<file path="config.mk">
export PLATFORM = sky130hd
export DESIGN_NAME = aioh_front_end
export DESIGN_NICKNAME = d
export VERILOG_FILES = /design/src/hw/aioh_front_end.v
export VERILOG_INCLUDE_DIRS = /design/src /design/src/hw
export SDC_FILE = /design/constraint.sdc
export NUM_CORES = 1
export LEC_CHECK = 0
export ABC_AREA = 1
export BUFFER_PORTS_ARGS = -buffer_cell sky130_fd_sc_hd__buf_2
export CAP_MARGIN = 20
export CORE_ASPECT_RATIO = 0.9
export CORE_MARGIN = 8
export CORE_UTILIZATION = 35
export DETAILED_ROUTE_END_ITERATION = 12
export GPL_TIMING_DRIVEN = 0
export MAX_ROUTING_LAYER = met4
export SLEW_MARGIN = 10
export SYNTH_ARGS = -nofsm -noshare
export SYNTH_HDL_FRONTEND = slang
export SYNTH_SLANG_ARGS = --single-unit
</file>
<file path="constraint.sdc">
create_clock -name clk -period 1.4 [get_ports clk]
set_input_delay 0.21 -clock clk [delete_from_list [all_inputs] [get_ports clk]]
set_output_delay 0.21 -clock clk [all_outputs]
set_load 0.02 [all_outputs]
</file>
<file path="src/hw/aioh_defines.vh">
`ifndef AIOH_DEFINES_VH
`define AIOH_DEFINES_VH

// ----------------------------------------
// Register offsets (byte addresses)
// ----------------------------------------
`define AIOH_OFS_RESULT_LO   5'h00
`define AIOH_OFS_RESULT_HI   5'h01
`define AIOH_OFS_SW_TRIGGER  5'h01
`define AIOH_OFS_GAIN0       5'h02
`define AIOH_OFS_GAIN1       5'h03
`define AIOH_OFS_GAIN2       5'h04
`define AIOH_OFS_GAIN3       5'h05
`define AIOH_OFS_RANGE       5'h06
`define AIOH_OFS_REPEAT      5'h07
`define AIOH_OFS_CT0         5'h08
`define AIOH_OFS_CT1         5'h09
`define AIOH_OFS_CT2         5'h0a
`define AIOH_OFS_CT3         5'h0b
`define AIOH_OFS_DAC0_LO     5'h0c
`define AIOH_OFS_DAC0_HI     5'h0d
`define AIOH_OFS_DAC1_LO     5'h0e
`define AIOH_OFS_DAC1_HI     5'h0f
`define AIOH_OFS_DAC_MODE    5'h10
`define AIOH_OFS_TRIG_CFG    5'h11
`define AIOH_OFS_STATUS      5'h12
`define AIOH_OFS_IRQ         5'h13

// ----------------------------------------
// Field positions and encodings
// ----------------------------------------
`define AIOH_SRC_SOFTWARE    2'h0
`define AIOH_SRC_TIMER       2'h1
`define AIOH_SRC_EXTERNAL    2'h2
`define AIOH_TRIG_SWEEP_BIT  2
`define AIOH_TRIG_POL_BIT    3
`define AIOH_TRIG_CT0_BIT    4
`define AIOH_DAC_SIMUL_BIT   0
`define AIOH_FLG_EOC         0
`define AIOH_FLG_SWEEP_DONE  1
`define AIOH_FLG_HALF        2
`define AIOH_FLG_FULL        3

// ----------------------------------------
// Reset values
// ----------------------------------------
`define AIOH_RST_BYTE        8'h00
`define AIOH_RST_GAINS       32'h00000000
`define AIOH_RST_DAC         12'h000
`define AIOH_RST_TRIG        5'h00
`define AIOH_RST_FLAGS       4'h0
`define AIOH_UNMAPPED_READ   8'h00

`endif

</file>
<file path="src/hw/aioh_front_end.v">
// Notes on behaviour
// - Trigger config write arms timer/external sources
// - Software source starts only on offset 1 write
// - Each offset 1 write while idle with software source gives one start
// - Word access only at even offsets
// - Word read at 0 pops one result
// - Byte 0 low, byte 1 high; pop on 1
// - Offsets 2-5 hold sixteen two-bit gains
// - Stored gain code applied on conversion
// - Offset 6 holds first and last channel
// - Offset 7 holds eight-bit repeat count
// - Counter zero never joins conversion triggering
// - Counter one output clocks counter two
// - Counter two output triggers and drives pin
// - Twelve-bit DAC 0 code over C/D
// - Simultaneous mode holds DAC 0 until DAC 1
// - Trigger register: source, sweep, polarity, clock
// - Status bits 5-7 active-low empty/half/full
// - Flag register read returns and clears flags
// - DAC mode bit 0 selects simultaneous update
`include "aioh_defines.vh"
`default_nettype none

module aioh_front_end #(
	parameter RES_W = 16,
	parameter DAC_W = 12
) (
	// System
	input  wire               clk,
	input  wire               sys_rst,
	// Host I/O pins
	input  wire [4:0]         io_addr,
	input  wire [15:0]        io_wdata,
	input  wire               io_sel_n,
	input  wire               io_rd_n,
	input  wire               io_wr_n,
	input  wire               io_word,
	output reg  [15:0]        io_rdata_r,
	output reg                io_rdata_oe_r,
	// Board jumpers
	input  wire [4:0]         jumper_pins,
	// Result FIFO
	input  wire [RES_W-1:0]   fifo_rd_data,
	input  wire               fifo_empty,
	input  wire               fifo_half,
	input  wire               fifo_full,
	output reg                fifo_pop_r,
	output reg                fifo_push_r,
	output reg  [RES_W-1:0]   fifo_push_data_r,
	// Converter
	input  wire               adc_done,
	input  wire [RES_W-1:0]   adc_result,
	output reg                adc_start_r,
	output reg  [3:0]         adc_channel_r,
	output reg  [1:0]         channel_gain_code_r,
	// Counter/timer block
	input  wire               ct1_out,
	input  wire               ct2_out,
	input  wire [15:0]        ct_rdata,
	output reg  [1:0]         ct_wr_r,
	output reg  [1:0]         ct_rd_r,
	output reg  [1:0]         ct_addr_r,
	output reg  [15:0]        ct_wdata_r,
	output reg                ct2_clk_r,
	output reg                ct2_pin_r,
	output reg                counter0_clock_select_r,
	// DAC 0
	output reg  [DAC_W-1:0]   dac_code_r
);

	// ----------------------------------------
	// Sequencer states
	// ----------------------------------------
	localparam [2:0] S_IDLE  = 3'b001;
	localparam [2:0] S_START = 3'b010;
	localparam [2:0] S_WAIT  = 3'b100;

	// ----------------------------------------
	// Functions
	// ----------------------------------------
	// Readback byte for one lane; no side effects here
	function [7:0] rd_byte;
		input [4:0]  a;
		input [15:0] res;
		input [7:0]  stat;
		input [3:0]  flg;
		begin
			case (a)
				`AIOH_OFS_RESULT_LO: rd_byte = res[7:0];
				`AIOH_OFS_RESULT_HI: rd_byte = res[15:8];
				`AIOH_OFS_STATUS:    rd_byte = stat;
				`AIOH_OFS_IRQ:       rd_byte = {flg, 4'h0};
				default:             rd_byte = `AIOH_UNMAPPED_READ;
			endcase
		end
	endfunction

	// Gain code of one channel out of the packed table
	function [1:0] gain_of;
		input [31:0] g;
		input [3:0]  ch;
		begin
			gain_of = g[{ch, 1'b0} +: 2];
		end
	endfunction

	// ----------------------------------------
	// Pin synchronisers
	// ----------------------------------------
	reg  [31:0] sync1_r;               // First stage, read by stage two only
	reg  [31:0] sync2_r;               // Settled pin image
	wire [31:0] pins_raw = {jumper_pins, ct2_out, ct1_out, io_word,
		io_sel_n, io_rd_n, io_wr_n, io_addr, io_wdata};

	wire [15:0] wdata_s  = sync2_r[15:0];
	wire [4:0]  addr_s   = sync2_r[20:16];
	wire        wr_n_s   = sync2_r[21];
	wire        rd_n_s   = sync2_r[22];
	wire        sel_n_s  = sync2_r[23];
	wire        word_s   = sync2_r[24];
	wire        ct1_s    = sync2_r[25];
	wire        ct2_s    = sync2_r[26];
	wire [4:0]  jump_s   = sync2_r[31:27];

	// Address and data settle before the strobe, so two stages suffice
	always @(posedge clk) begin
		if (sys_rst) begin
			sync1_r <= 32'h00e00000;
			sync2_r <= 32'h00e00000;
		end else begin
			sync1_r <= pins_raw;
			sync2_r <= sync1_r;
		end
	end

	// ----------------------------------------
	// Strobe edges and access decode
	// ----------------------------------------
	reg  wr_d_r;                       // Previous write strobe level
	reg  rd_d_r;                       // Previous read strobe level
	reg  ct2_d_r;                      // Previous counter two level
	reg  half_d_r;                     // Previous half-full level
	reg  full_d_r;                     // Previous full level

	// Word access at an odd offset is dropped whole
	wire acc_ok  = ~word_s | ~addr_s[0];
	wire wr_fall = ~sel_n_s & ~wr_n_s & wr_d_r & acc_ok;
	wire rd_fall = ~sel_n_s & ~rd_n_s & rd_d_r & acc_ok;

	always @(posedge clk) begin
		if (sys_rst) begin
			wr_d_r   <= 1'b1;
			rd_d_r   <= 1'b1;
			ct2_d_r  <= 1'b0;
			half_d_r <= 1'b0;
			full_d_r <= 1'b0;
		end else begin
			wr_d_r   <= wr_n_s;
			rd_d_r   <= rd_n_s;
			ct2_d_r  <= ct2_s;
			half_d_r <= fifo_half;
			full_d_r <= fifo_full;
		end
	end

	// ----------------------------------------
	// Write side registers
	// ----------------------------------------
	reg [31:0] gains_r;                // Two bits per channel
	reg [3:0]  first_channel_r;        // Sweep start
	reg [3:0]  last_channel_r;         // Sweep end
	reg [7:0]  repeat_count_r;         // Extra samples per channel
	reg [4:0]  trig_cfg_r;             // Source, sweep, polarity, clock
	reg        armed_r;                // Counter two edges accepted
	reg        sw_start_r;             // One-cycle software start
	reg        simul_r;                // Simultaneous DAC update
	reg [11:0] dac0_stage_r;           // Code awaiting update
	reg        dac0_pend_r;            // DAC 0 was written
	reg        dac1_wr_r;              // DAC 1 was written

	always @(posedge clk) begin : wr_blk
		reg [4:0] wa;
		reg [7:0] wd;
		integer   ln;
		if (sys_rst) begin
			gains_r         <= `AIOH_RST_GAINS;
			first_channel_r <= 4'h0;
			last_channel_r  <= 4'h0;
			repeat_count_r  <= `AIOH_RST_BYTE;
			trig_cfg_r      <= `AIOH_RST_TRIG;
			armed_r         <= 1'b0;
			sw_start_r      <= 1'b0;
			simul_r         <= 1'b0;
			dac0_stage_r    <= `AIOH_RST_DAC;
			dac0_pend_r     <= 1'b0;
			dac1_wr_r       <= 1'b0;
			ct_wr_r         <= 2'h0;
			ct_wdata_r      <= 16'h0000;
		end else begin
			sw_start_r  <= 1'b0;
			dac0_pend_r <= 1'b0;
			dac1_wr_r   <= 1'b0;
			ct_wr_r     <= 2'h0;
			// A word write is two byte writes, low lane first
			for (ln = 0; ln < 2; ln = ln + 1) begin
				wa = addr_s | ln[4:0];
				wd = (ln == 0) ? wdata_s[7:0] : wdata_s[15:8];
				if (word_s == 1'b0 && ln == 0) begin
					wd = wdata_s[7:0];
				end
				if (wr_fall && (ln == 0 || word_s)) begin
					case (wa)
						`AIOH_OFS_SW_TRIGGER: begin
							sw_start_r <= 1'b1;
						end
						`AIOH_OFS_GAIN0: gains_r[7:0]   <= wd;
						`AIOH_OFS_GAIN1: gains_r[15:8]  <= wd;
						`AIOH_OFS_GAIN2: gains_r[23:16] <= wd;
						`AIOH_OFS_GAIN3: gains_r[31:24] <= wd;
						`AIOH_OFS_RANGE: begin
							first_channel_r <= wd[3:0];
							last_channel_r  <= wd[7:4];
						end
						`AIOH_OFS_REPEAT: repeat_count_r <= wd;
						`AIOH_OFS_CT0, `AIOH_OFS_CT1,
						`AIOH_OFS_CT2, `AIOH_OFS_CT3: begin
							// Byte lane chosen by the odd address bit
							ct_wr_r[wa[0]] <= 1'b1;
							ct_wdata_r[{wa[0], 3'h0} +: 8] <= wd;
						end
						`AIOH_OFS_DAC0_LO: begin
							dac0_stage_r[7:0] <= wd;
							dac0_pend_r       <= 1'b1;
						end
						`AIOH_OFS_DAC0_HI: begin
							// Upper nibble is ignored
							dac0_stage_r[11:8] <= wd[3:0];
							dac0_pend_r        <= 1'b1;
						end
						`AIOH_OFS_DAC1_LO, `AIOH_OFS_DAC1_HI: begin
							dac1_wr_r <= 1'b1;
						end
						`AIOH_OFS_DAC_MODE: begin
							simul_r <= wd[`AIOH_DAC_SIMUL_BIT];
						end
						`AIOH_OFS_TRIG_CFG: begin
							trig_cfg_r <= wd[4:0];
							// Timer and external arm at once
							armed_r <= (wd[1:0] == `AIOH_SRC_TIMER) ||
								(wd[1:0] == `AIOH_SRC_EXTERNAL);
						end
						default: begin
							// Unmapped or read-only: write ignored
						end
					endcase
				end
			end
		end
	end

	// ----------------------------------------
	// DAC 0 output and counter routing
	// ----------------------------------------
	// Update lags the host write by one cycle, which no DAC notices
	always @(posedge clk) begin
		if (sys_rst) begin
			dac_code_r              <= `AIOH_RST_DAC;
			ct2_clk_r               <= 1'b0;
			ct2_pin_r               <= 1'b0;
			counter0_clock_select_r <= 1'b0;
		end else begin
			if ((dac0_pend_r && !simul_r) || (dac1_wr_r && simul_r)) begin
				dac_code_r <= dac0_stage_r;
			end
			ct2_clk_r <= ct1_s;
			ct2_pin_r <= ct2_s;
			// Counter zero only picks its clock; it never starts sweeps
			counter0_clock_select_r <= trig_cfg_r[`AIOH_TRIG_CT0_BIT];
		end
	end

	// ----------------------------------------
	// Conversion sequencer
	// ----------------------------------------
	reg  [2:0] state_r;                // One-hot state
	reg  [3:0] chan_r;                 // Working channel of the sweep
	reg  [7:0] reps_r;                 // Samples taken on this channel
	reg        sweep_end_r;            // Sweep finished this cycle

	wire [1:0] src    = trig_cfg_r[1:0];
	wire       pol    = trig_cfg_r[`AIOH_TRIG_POL_BIT];
	wire       ct2_ev = pol ? (ct2_d_r & ~ct2_s) : (~ct2_d_r & ct2_s);
	// Counter two edge is the only hardware trigger
	wire start_evt = (sw_start_r && src == `AIOH_SRC_SOFTWARE) ||
		(armed_r && ct2_ev);

	always @(posedge clk) begin
		if (sys_rst) begin
			state_r             <= S_IDLE;
			chan_r              <= 4'h0;
			reps_r              <= 8'h00;
			sweep_end_r         <= 1'b0;
			adc_start_r         <= 1'b0;
			adc_channel_r       <= 4'h0;
			channel_gain_code_r <= 2'h0;
			fifo_push_r         <= 1'b0;
			fifo_push_data_r    <= {RES_W{1'b0}};
		end else begin
			adc_start_r <= 1'b0;
			fifo_push_r <= 1'b0;
			sweep_end_r <= 1'b0;
			case (state_r)
				S_IDLE: begin
					// Starts during a sweep are dropped
					if (start_evt) begin
						// Output channel waits for the start pulse
						chan_r        <= first_channel_r;
						reps_r        <= 8'h00;
						state_r       <= S_START;
					end
				end
				S_START: begin
					adc_start_r         <= 1'b1;
					adc_channel_r       <= chan_r;
					channel_gain_code_r <= gain_of(gains_r, chan_r);
					state_r             <= S_WAIT;
				end
				S_WAIT: begin
					if (adc_done) begin
						fifo_push_r      <= 1'b1;
						fifo_push_data_r <= adc_result;
						if (reps_r != repeat_count_r) begin
							reps_r  <= reps_r + 8'h01;
							state_r <= S_START;
						end else if (trig_cfg_r[`AIOH_TRIG_SWEEP_BIT] &&
							chan_r != last_channel_r) begin
							chan_r        <= chan_r + 4'h1;
							reps_r        <= 8'h00;
							state_r       <= S_START;
						end else begin
							sweep_end_r <= 1'b1;
							state_r     <= S_IDLE;
						end
					end
				end
				default: state_r <= S_IDLE;
			endcase
		end
	end

	// ----------------------------------------
	// Read side, result pops and event flags
	// ----------------------------------------
	reg  [3:0] flags_r;                // Full, half, sweep_done, eoc
	reg        ct_cap_r;               // Counter readback due next cycle

	wire [7:0] status_b = {~fifo_full, ~fifo_half, ~fifo_empty,
		jump_s};
	wire [3:0] flag_set;
	assign flag_set[`AIOH_FLG_EOC]        = fifo_push_r;
	assign flag_set[`AIOH_FLG_SWEEP_DONE] = sweep_end_r;
	assign flag_set[`AIOH_FLG_HALF]       = fifo_half & ~half_d_r;
	assign flag_set[`AIOH_FLG_FULL]       = fifo_full & ~full_d_r;

	always @(posedge clk) begin : rd_blk
		reg [4:0] ra;
		reg [3:0] clr;
		integer   ln;
		clr = 4'h0;
		if (sys_rst) begin
			io_rdata_r    <= 16'h0000;
			io_rdata_oe_r <= 1'b0;
			fifo_pop_r    <= 1'b0;
			flags_r       <= `AIOH_RST_FLAGS;
			ct_rd_r       <= 2'h0;
			ct_addr_r     <= 2'h0;
			ct_cap_r      <= 1'b0;
		end else begin
			fifo_pop_r <= 1'b0;
			ct_rd_r    <= 2'h0;
			ct_cap_r   <= 1'b0;
			if (rd_fall) begin
				io_rdata_oe_r <= 1'b1;
				io_rdata_r    <= 16'h0000;
				for (ln = 0; ln < 2; ln = ln + 1) begin
					ra = addr_s | ln[4:0];
					if (ln == 0 || word_s) begin
						io_rdata_r[ln*8 +: 8] <= rd_byte(ra, fifo_rd_data,
							status_b, flags_r);
						// Pop only after the high byte leaves
						if (ra == `AIOH_OFS_RESULT_HI && !fifo_empty) begin
							fifo_pop_r <= 1'b1;
						end
						if (ra == `AIOH_OFS_IRQ) begin
							clr = flags_r;
						end
						if (ra[4:2] == 3'h2) begin
							ct_rd_r[ra[0]] <= 1'b1;
							ct_addr_r      <= {ra[1], 1'b0};
							ct_cap_r       <= 1'b1;
						end
					end
				end
				// A byte read at an odd offset sits in the low lane
				if (!word_s && addr_s[0]) begin
					io_rdata_r[7:0] <= rd_byte(addr_s, fifo_rd_data,
						status_b, flags_r);
				end
			end else if (rd_n_s || sel_n_s) begin
				io_rdata_oe_r <= 1'b0;
			end
			if (wr_fall && addr_s[4:2] == 3'h2) begin
				ct_addr_r <= {addr_s[1], 1'b0};
			end
			if (ct_cap_r) begin
				io_rdata_r <= (word_s || !addr_s[0]) ? ct_rdata :
					{8'h00, ct_rdata[15:8]};
			end
			// An event in the clearing cycle survives
			flags_r <= (flags_r & ~clr) | flag_set;
		end
	end

endmodule

`default_nettype wire

</file>
== Word-level counts from Yosys, hierarchy flattened ==
Index checks and enable logic that the tools add are counted.
W data, S select, Z words.

* Mux-type cells: 95
* $add $sub $neg: 3
* Shifts and indexed selects: 3
* Eq/ne operators: 43
* Bitwise operators: 29
* Order comparisons: 2
* Reduce and logical (&&, ||, !) cells: 41

{| class="wikitable"
|+ Operator list
! operator !! count
|-
| $mux W8 || 17
|-
| $mux W16 || 7
|-
| $mux W32 || 2
|-
| $mux W4 || 11
|-
| $eq A5 B4 Y1 const B || 8
|-
| $pmux W8 S4 || 1
|-
| $shiftx A32 B6 Y2 || 1
|-
| $mux W1 || 29
|-
| $mux W2 || 14
|-
| $mux W12 || 2
|-
| $pmux W8 S3 || 1
|-
| $eq A5 B3 Y1 const B || 4
|-
| $eq A5 B5 Y1 const B || 4
|-
| $mux W5 || 4
|-
| $bwmux W16 || 1
|-
| $eq A4 B3 Y1 const B || 4
|-
| $pmux W8 S2 || 1
|-
| $shift A8 B6 Y16 const A || 1
|-
| $shiftx A8 B6 Y16 || 1
|-
| $not A1 Y1 || 15
|-
| $reduce_or A2 Y1 || 6
|-
| $and A1 B1 Y1 || 10
|-
| $eq A5 B2 Y1 const B || 2
|-
| $logic_and A1 B1 Y1 || 10
|-
| 36 further kinds || 60
|}

* Bits of input ports: 86
* Output and inout bits: 79
* Bits in registers: 238
* Word-level logic and storage cells: 256

== Longest topological paths before layout ==
Gate-level depths: netlist (run 1).

* Depth after elaboration: 9
* Depth in mapped cells: 12
* Mapped depth without buffers: 12

== Least setup slack after synthesis (run 1) ==
OpenSTA, ideal clock, no wires.

* Path type: register to register
* From: register ct2_pin_r (netlist name)
* To: register chan_r[0]
* Path slack: -0.240 ns
* Period minus slack after synthesis: 1.640 ns
* Stages on the path, launching flop included: 10
* Data required time: 1.285 ns
* Buffers on the path: 0
* Arrival: 1.526 ns
* Setup time: 0.115 ns
* Cells stage by stage: dfxtp_1 -> inv_1 -> o21ai_0 -> nand3_1 -> nand2_1 -> nand2_1 -> nor2_2 -> nand3_1 -> nor2_1 -> nor2_1

{| class="wikitable"
|+ RTL lines
! element !! RTL line !! source
|-
| end signal, assigned || aioh_front_end.v:317 || <nowiki>chan_r <= first_channel_r;</nowiki>
|-
| end signal, assigned || aioh_front_end.v:337 || <nowiki>chan_r <= chan_r + 4'h1;</nowiki>
|-
| end, declared || aioh_front_end.v:286 || <nowiki>reg [3:0] chan_r;</nowiki>
|}

== Final worst setup path (run 1) ==
* From: register sync2_r[16]
* To: register last_channel_r[3]

* Longest elaborated chain between the ends: 4
* Elaborated cells on any way between the ends: 5
* Those cells by class: 1 x eq/ne; 3 x bitwise; 1 x reduce/logical

{| class="wikitable"
|+ RTL lines
! element !! RTL line !! source
|-
| start, declared || aioh_front_end.v:111 || <nowiki>reg [31:0] sync2_r;</nowiki>
|-
| start signal, assigned || aioh_front_end.v:132 || <nowiki>sync2_r <= sync1_r;</nowiki>
|-
| $not A1 Y1 || aioh_front_end.v:146 || <nowiki>wire acc_ok = ~word_s | ~addr_s[0];</nowiki>
|-
| $or A1 B1 Y1 || aioh_front_end.v:146 ||
|-
| $and A1 B1 Y1 || aioh_front_end.v:147 || <nowiki>wire wr_fall = ~sel_n_s & ~wr_n_s & wr_d_r & acc_ok;</nowiki>
|-
| $reduce_and A2 Y1 (no source line) * || n/a ||
|-
| end signal, assigned || aioh_front_end.v:222 || <nowiki>last_channel_r <= wd[7:4];</nowiki>
|-
| end, declared || aioh_front_end.v:171 || <nowiki>reg [3:0] last_channel_r;</nowiki>
|}

Every way passes the cells marked *; elsewhere a longest branch is shown, timed or not.
A chain may end at the register's enable or synchronous reset.

==> results of run 1 <==
registers in the layout, indices dropped and copies added, names as in the netlist, 3 cells and up, named ones only:
signal	cells
adc_channel_r	4
sync2_r	32
dac0_stage_r	12
state_r	3
flags_r	4
gains_r	32
first_channel_r	4
sync1_r	32
fifo_push_data_r	16
ct_wdata_r	8
trig_cfg_r	5
chan_r	4
last_channel_r	4
io_rdata_r	16
dac_code_r	12
reps_r	8
repeat_count_r	8
final cells by class:
type | instances | area (um2)
buffer | 58 | 449
clock inverter | 15 | 253
timing repair buffer | 350 | 2650
sequential | 238 | 4840
fill | 2410 | 12400
multi-input combinational | 837 | 5130
clock buffer | 32 | 723
tap | 360 | 450
inverter | 185 | 795
where the power goes:
group          switching (uW)  internal [uW]
clock network            2900           4790
registers                 276           7040
logic                    2210           1520
total                    5380          13400
cells by family after synthesis:
group / Yosys count / synth area share [%]
XOR/XNOR: 6 / 0.539
buffers and inverters: 245 / 10.1
multiplexers: 1 / 0.103
adder cells (fa/ha/maj): 2 / 0.257
AO/OA/AOI/OAI: 326 / 18.1
AND/OR/NAND/NOR: 501 / 22.1
flip-flops: 238 / 48.9
per-layer routing:
metal / global-route usage, % / share of wire [%] / up-vias
li1: - / - / 5044
met1: 28.1 / 43 / 4888
met2: 30.9 / 46 / 450
met3: 3.31 / 8.2 / 99
met4: 6.22 / 3.1 / 0
met5: - / 0 / -
worst max-delay path: cells and delay by family (launching register included):
| family | cells | cell delay [ns] |
|---|---|---|
| AO/OA/AOI/OAI | 1 | 0.12 |
| buffers and inverters | 4 | 0.59 |
| flip-flops | 1 | 0.36 |
| AND/OR/NAND/NOR | 4 | 0.53 |
layout by cell type, fill, tap and decap left out, drive strengths merged, types with 2 or more instances in the layout:
master / Yosys / final
buf: 23 / 312
inv: 179 / 177
a41oi: 3 / 3
or2: 8 / 8
dfxtp: 238 / 238
nor2: 151 / 151
o211ai: 32 / 32
nand4: 17 / 17
o32ai: 2 / 2
xor2: 4 / 4
o21ai: 136 / 136
o2111ai: 2 / 2
nand2: 247 / 247
nor3: 8 / 8
clkinvlp: 0 / 4
a21oi: 135 / 135
nand3b: 2 / 2
bufinv: 0 / 6
clkinv: 6 / 13
xnor2: 2 / 2
clkbuf: 37 / 63
nand3: 66 / 67
ha: 2 / 2
a31oi: 14 / 14
dlygate4sd3: 0 / 65
stage by stage:
stage | instances | power [uW] | hold WS [ns] | setup slack (ns)
global placement | 1842 | 9800 | 0.390 | -0.579
CTS | 2050 | 18300 | 0.0124 | -0.243
finish | 2075 | 18700 | 0.0488 | -0.292
floorplan | 1319 | 8970 | 0.288 | -0.0768
global route | 2075 | 19400 | 0.0623 | -0.340
detailed placement | 1842 | 9820 | 0.394 | -0.599
what timing repair did:
action                                  in CTS  in global routing
pin swaps                                   68                 65
gates cloned                                11                  1
endpoints found under the hold margin       63                  0
hold buffers                                65                  0
setup buffers                               85                 27
endpoints found under the setup margin     160                158
gates resized for setup                    346                212
how the worst max path moves through the flow:
stage                 from                endpoint  slack (ns)
6_report       sync2_r[16]       last_channel_r[3]       -0.29
5_1_grt        sync2_r[21]                    flop       -0.34
4_1_cts        sync2_r[24]          ct_wdata_r[13]       -0.24
3_5_place_dp       sys_rst          io_rdata_r[11]       -0.60
3_3_place_gp       sys_rst  channel_gain_code_r[1]       -0.58
2_1_floorplan  sync2_r[24]       repeat_count_r[0]       -0.08
==> results_tabular.tex, run 1 <==
\begin{tabular}{lr}
\hline
Metric & Value \\
\hline
\multicolumn{2}{l}{\textbf{Setup path}} \\
List of cells traversed by the critical path & nand2\_4 > nand4\_4 > buf\_12 > nor2\_8 > buf\_6 > nand2\_8 > buf\_12 > buf\_6 > a21oi\_2 \\
Start-to-end type of the worst setup path & reg -> reg \\
Arrival @ worst endpoint & 2.16 ns \\
Crit Reg-Reg Startpoint & sync2\_r[16] \\
Master of the slowest instance on the critical path & dfxtp\_4 \\
Critical path capture point type & flop \\
Worst Reg-to-Reg Cells & 9 \\
Worst-path fanout max & 6 \\
Biggest cell delay along the critical path & 0.36 ns \\
Required time of the critical path & 1.86 ns \\
R2R Path End & last\_channel\_r[3] \\
Flop2flop setup slack & -0.29 ns \\
Launching element type of the critical path & flop \\
\multicolumn{2}{l}{\textbf{Routing}} \\
First drt pass iteration count & 6 \\
Remaining antenna violation count & 0 \\
Routed wire length & 36,000 um \\
Routed WL per cell & 17.3 um \\
Vias per Instance & 5.05 \\
Total vias in the final route & 10.5k \\
Residual DRC & 0 \\
Drt first-iter violations & 1,097 \\
\multicolumn{2}{l}{\textbf{Synth}} \\
Most used flip-flop cell after synthesis & dfxtp\_1 \\
Post-synthesis register bit count & 238 \\
Gate count of the mapped netlist & 1,319 \\
Sequential area share after synthesis & 48.9\% \\
Dominant cells by area after synthesis & dfxtp\_1, nand2\_1, o21ai\_0, a21oi\_1, inv\_1 \\
Area share of the largest cell type after synthesis & 48.9\% \\
Library cell with the largest summed area after synthesis & dfxtp\_1 \\
Nets in the synthesized netlist & 1,407 \\
Yosys Warn Count & 0 \\
Syn\_area\_per\_cell & 7.39 um2 \\
Post-synthesis async set-or-reset flop share & 0\% \\
List of most frequent post-synthesis cells & nand2\_1, dfxtp\_1, inv\_1 \\
Post-synthesis instance area & 9750 um2 \\
Number of distinct library cells after synthesis & 39 \\
Cell with the most instances after synthesis & nand2\_1 \\
Number of flops mapped to enable cells by yosys & 0 \\
\multicolumn{2}{l}{\textbf{Run}} \\
\# Max-Cap Violations & 0 \\
\multicolumn{2}{l}{\textbf{GRT}} \\
First-pass GRT wire length & 54,200 um \\
Antenna violations before repair & 0 \\
Total routing usage reported by global routing & 20.6\% \\
Via count of the first global-routing pass & 9,916 \\
Final global-route overflow total & 0 \\
Pin count of the biggest net entering global routing & 15 \\
\multicolumn{2}{l}{\textbf{Layout}} \\
Final Net Count & 1,784 \\
Share of cells above drive strength 1 & 37.9\% \\
Antenna cell count & 0 \\
Final std cell area, no fill & 15,300 um2 \\
Layout-stage area growth over the synthesis result & 56.8\% \\
Final core utilization & 55.3\% \\
\multicolumn{2}{l}{\textbf{Min path}} \\
End point of the worst hold path & io\_rdata\_r[6] \\
HP Class & in -> reg \\
Instance count along the most critical hold path & 5 \\
Origin of the worst min-delay path & ct\_rdata[6] \\
\multicolumn{2}{l}{\textbf{Die}} \\
Core Area & 27,600 um2 \\
Standard-cell rows & 58 \\
Starting utilization of the core area & 35.3\% \\
Die width & 192 um \\
Die area & 33,500 um2 \\
Die height & 174 um \\
Count of boundary I/O pins & 165 \\
\multicolumn{2}{l}{\textbf{Timing}} \\
Final Slew Violations & 0 \\
Relative slew slack & 34.2\% \\
Worst-case setup margin in the final layout & -0.292 ns \\
Count of final hold-check violations & 0 \\
Number of endpoints failing setup at the final stage & 120 \\
Fin crit period & 1.69 ns \\
Achievable frequency & 591 MHz \\
Period utilisation layout & 121\% \\
RSZ-0062 raised after global routing & yes \\
Sum Neg Setup Slack & -20.71 ns \\
Worst Tran Pin Value & 0.986 ns \\
Max Clock Skew & 0.0266 ns \\
\multicolumn{2}{l}{\textbf{Place}} \\
Number of buffer cells added on primary ports & 163 \\
Routability congestion estimate & 0.898 \\
Cell area reported after detailed placement & 11,100 um2 \\
Sum of net half-perimeters after detailed placement & 22,800 um \\
\multicolumn{2}{l}{\textbf{Clocking}} \\
Clock buffer depth & 3 \\
Clock Tree Root & clkbuf\_16 \\
CTS tree & built \\
Clock Pin Slew Worst Setup and Hold Paths & 0.06 ns \\
Worst-skew pair later-pin latency & 0.55 ns \\
TritonCTS Buffers & 26 \\
CTS sink cnt & 238 \\
Number of H-tree levels & 1 \\
\multicolumn{2}{l}{\textbf{Power and ir drop}} \\
Leakage dissipation & 0.00678 uW \\
Ratio of total power to cell area & 1230 nW/um2 \\
Max VDD drop & 834 uV \\
\multicolumn{2}{l}{\textbf{Outcome}} \\
Violations in the final reports & setup timing \\
Run status & finished with violations \\
\hline
\end{tabular}
No activity file was read; power rests on OpenSTA's default activity.
==> inputs of run 2 (changes only) <==
==> constraint.sdc (replaced) <==
create_clock -name clk -period 1.4 [get_ports clk]
set_input_delay 0.21 -clock clk [delete_from_list [all_inputs] [get_ports clk]]
set_output_delay 0.21 -clock clk [all_outputs]
set_load 0.01 [all_outputs]
==> results_tabular.tex, run 2 (synthesis gave the netlist of run 1 again) <==
\begin{tabular}{lr}
\hline
Metric & Value \\
\hline
\multicolumn{2}{l}{\textbf{Outcome}} \\
Run status & finished with violations (unchanged) \\
Violations in the final reports & setup timing (unchanged) \\
\multicolumn{2}{l}{\textbf{Timing}} \\
Max Clock Skew & 0.0346 ns (was 0.0266 ns) \\
RSZ-0062 raised after global routing & yes (unchanged) \\
Relative slew slack & 39.3\% (was 34.2\%) \\
Achievable frequency & 605 MHz (was 591 MHz) \\
Count of final hold-check violations & 0 (unchanged) \\
Worst Tran Pin Value & 0.911 ns (was 0.986 ns) \\
Worst-case setup margin in the final layout & -0.254 ns (was -0.292 ns) \\
Fin crit period & 1.65 ns (was 1.69 ns) \\
Number of endpoints failing setup at the final stage & 118 (was 120) \\
Final Slew Violations & 0 (unchanged) \\
Period utilisation layout & 118\% (was 121\%) \\
\multicolumn{2}{l}{\textbf{Setup path}} \\
Worst-path fanout max & 10 (was 6) \\
Arrival @ worst endpoint & 2.12 ns (was 2.16 ns) \\
Start-to-end type of the worst setup path & reg -> reg (unchanged) \\
Launching element type of the critical path & flop (unchanged) \\
Required time of the critical path & 1.87 ns (was 1.86 ns) \\
Critical path capture point type & flop (unchanged) \\
\multicolumn{2}{l}{\textbf{Clocking}} \\
CTS sink cnt & 238 (unchanged) \\
Clock Tree Root & clkbuf\_16 (unchanged) \\
TritonCTS Buffers & 26 (unchanged) \\
Clock Pin Slew Worst Setup and Hold Paths & 0.06 ns (about the same) \\
CTS tree & built (unchanged) \\
Worst-skew pair later-pin latency & 0.55 ns (about the same) \\
Clock buffer depth & 3 (unchanged) \\
Number of H-tree levels & 1 (unchanged) \\
\multicolumn{2}{l}{\textbf{Layout}} \\
Most used cells in the layout excluding fill and tap cells & dfxtp\_1, nand2\_1, buf\_2 (unchanged) \\
Registers with the most flip-flops & gains\_r: 32 flops, sync1\_r: 32 flops, sync2\_r: 32 flops (unchanged) \\
Layout-stage area growth over the synthesis result & 54.9\% (was 56.8\%) \\
Final Net Count & 1,765 (was 1,784) \\
Final core utilization & 54.6\% (was 55.3\%) \\
Antenna cell count & 0 (unchanged) \\
Leading cell type in the layout, fill and taps excluded & dfxtp\_1 (unchanged) \\
Fillers & 2,428 (was 2,410) \\
Share of cells above drive strength 1 & 38.3\% (was 37.9\%) \\
\multicolumn{2}{l}{\textbf{Routing}} \\
Residual DRC & 0 (unchanged) \\
Remaining antenna violation count & 0 (unchanged) \\
Total vias in the final route & 10.3k (was 10.5k) \\
Routed wire length & 34,700 um (was 36,000 um) \\
First drt pass iteration count & 5 (was 6) \\
Routed WL per cell & 16.9 um (was 17.3 um) \\
Vias per Instance & 4.99 (was 5.05) \\
Drt first-iter violations & 709 (was 1,097) \\
\multicolumn{2}{l}{\textbf{Place}} \\
Sum of net half-perimeters after detailed placement & 22,800 um (about the same) \\
Routability congestion estimate & 0.884 (was 0.898) \\
Number of buffer cells added on primary ports & 163 (unchanged) \\
\multicolumn{2}{l}{\textbf{GRT}} \\
Via count of the first global-routing pass & 9,812 (was 9,916) \\
Antenna violations before repair & 0 (unchanged) \\
Final global-route overflow total & 0 (unchanged) \\
First-pass GRT wire length & 53,400 um (was 54,200 um) \\
Pin count of the biggest net entering global routing & 15 (unchanged) \\
Total routing usage reported by global routing & 20.3\% (was 20.6\%) \\
\multicolumn{2}{l}{\textbf{Power and ir drop}} \\
Design Power & 18,300 uW (was 18,700 uW) \\
Ratio of total power to cell area & 1210 nW/um2 (was 1230 nW/um2) \\
Leakage dissipation & 0.00666 uW (was 0.00678 uW) \\
Max VDD drop & 969 uV (was 834 uV) \\
\multicolumn{2}{l}{\textbf{Die}} \\
Core Area & 27,600 um2 (unchanged) \\
Die width & 192 um (unchanged) \\
Standard-cell rows & 58 (unchanged) \\
Die height & 174 um (unchanged) \\
Count of boundary I/O pins & 165 (unchanged) \\
Die area & 33,500 um2 (unchanged) \\
Starting utilization of the core area & 35.3\% (unchanged) \\
\multicolumn{2}{l}{\textbf{Min path}} \\
HP Class & in -> reg (unchanged) \\
\multicolumn{2}{l}{\textbf{Run}} \\
\# Max-Cap Violations & 0 (unchanged) \\
\hline
\end{tabular}
[run 2: changes by cell type in the layout (fill, tap and decap cells not counted), moves of 6 or more]
cell | previous run | this run
buf_4 | 69 | 50
buf_6 | 64 | 55
dfxtp_2 | 15 | 9
dfxtp_4 | 14 | 20
inv_1 | 148 | 142
nand2_2 | 34 | 41
nor2_1 | 117 | 109
nor2_2 | 7 | 14
[run 2: what timing repair did]
item	CTS	global route
cloned	11	2
setup endpoints to repair	157	160
buffers inserted	66	28
endpoints found under the hold margin	64	0
gates resized for setup	322	248
hold buffers	65	0
pin swaps	66	69
[run 2: metal layers]
layer / wire, um / global-route usage, %
met1: 15200 / 27.1
met2: 15700 / 30.9
met3: 2680 / 3.31
met4: 1160 / 6.51
met5: 0 / -
[run 2: through the flow]
step / TNS, ns / hold WS (ns) / instance area (um2) / std cells / worst slack (ns)
finish: -18.35 / 0.0492 / 15100 / 2056 / -0.254
global route: -26.83 / 0.0487 / 15100 / 2056 / -0.343
CTS: -15.30 / 0.00859 / 14200 / 2031 / -0.256
floorplan: -1.90 / 0.288 / 9870 / 1319 / -0.0768
global placement: -59.03 / 0.389 / 11100 / 1842 / -0.581
detailed placement: -59.86 / 0.392 / 11100 / 1842 / -0.561
[run 2: power breakdown]
part / internal [uW] / switching (uW)
logic: 1560 / 2140
registers: 7050 / 303
clock network: 4430 / 2860
[run 2: path summary, 6_finish.rpt]
path / startpoint / to / slack (ns) / cells past startpoint
max reg2reg: sync2_r[19] / gains_r[13] / -0.25 / 9
min: fifo_rd_data[8] / io_rdata_r[8] / 0.05 / 3
min reg2reg: sync1_r[24] / sync2_r[24] / 0.39 / 2
max: sync2_r[19] / gains_r[13] / -0.25 / 9
[run 2: area by class of cell]
type / count / area (um2) / share of cell area [%]
plain buffers: 57 / 443 / 2.93
clock buffers: 33 / 727 / 4.81
repair inverters: 1 / 8.76 / 0.0580
flip-flops and latches: 238 / 4850 / 32.1
multi-input cells: 838 / 5100 / 33.8
inverters: 185 / 793 / 5.25
clock inverters: 14 / 203 / 1.34
repair buffers: 330 / 2520 / 16.7
well taps: 360 / 450 / 2.98
[run 2: critical path, cell delays in order (launching register included)]
cell	delay [ns]
dfxtp_4	0.37
buf_6	0.12
nor2_4	0.25
nand2_4	0.12
inv_4	0.07
nand3_4	0.09
buf_6	0.15
o211ai_1	0.17
o211ai_1	0.12
inv_1	0.09
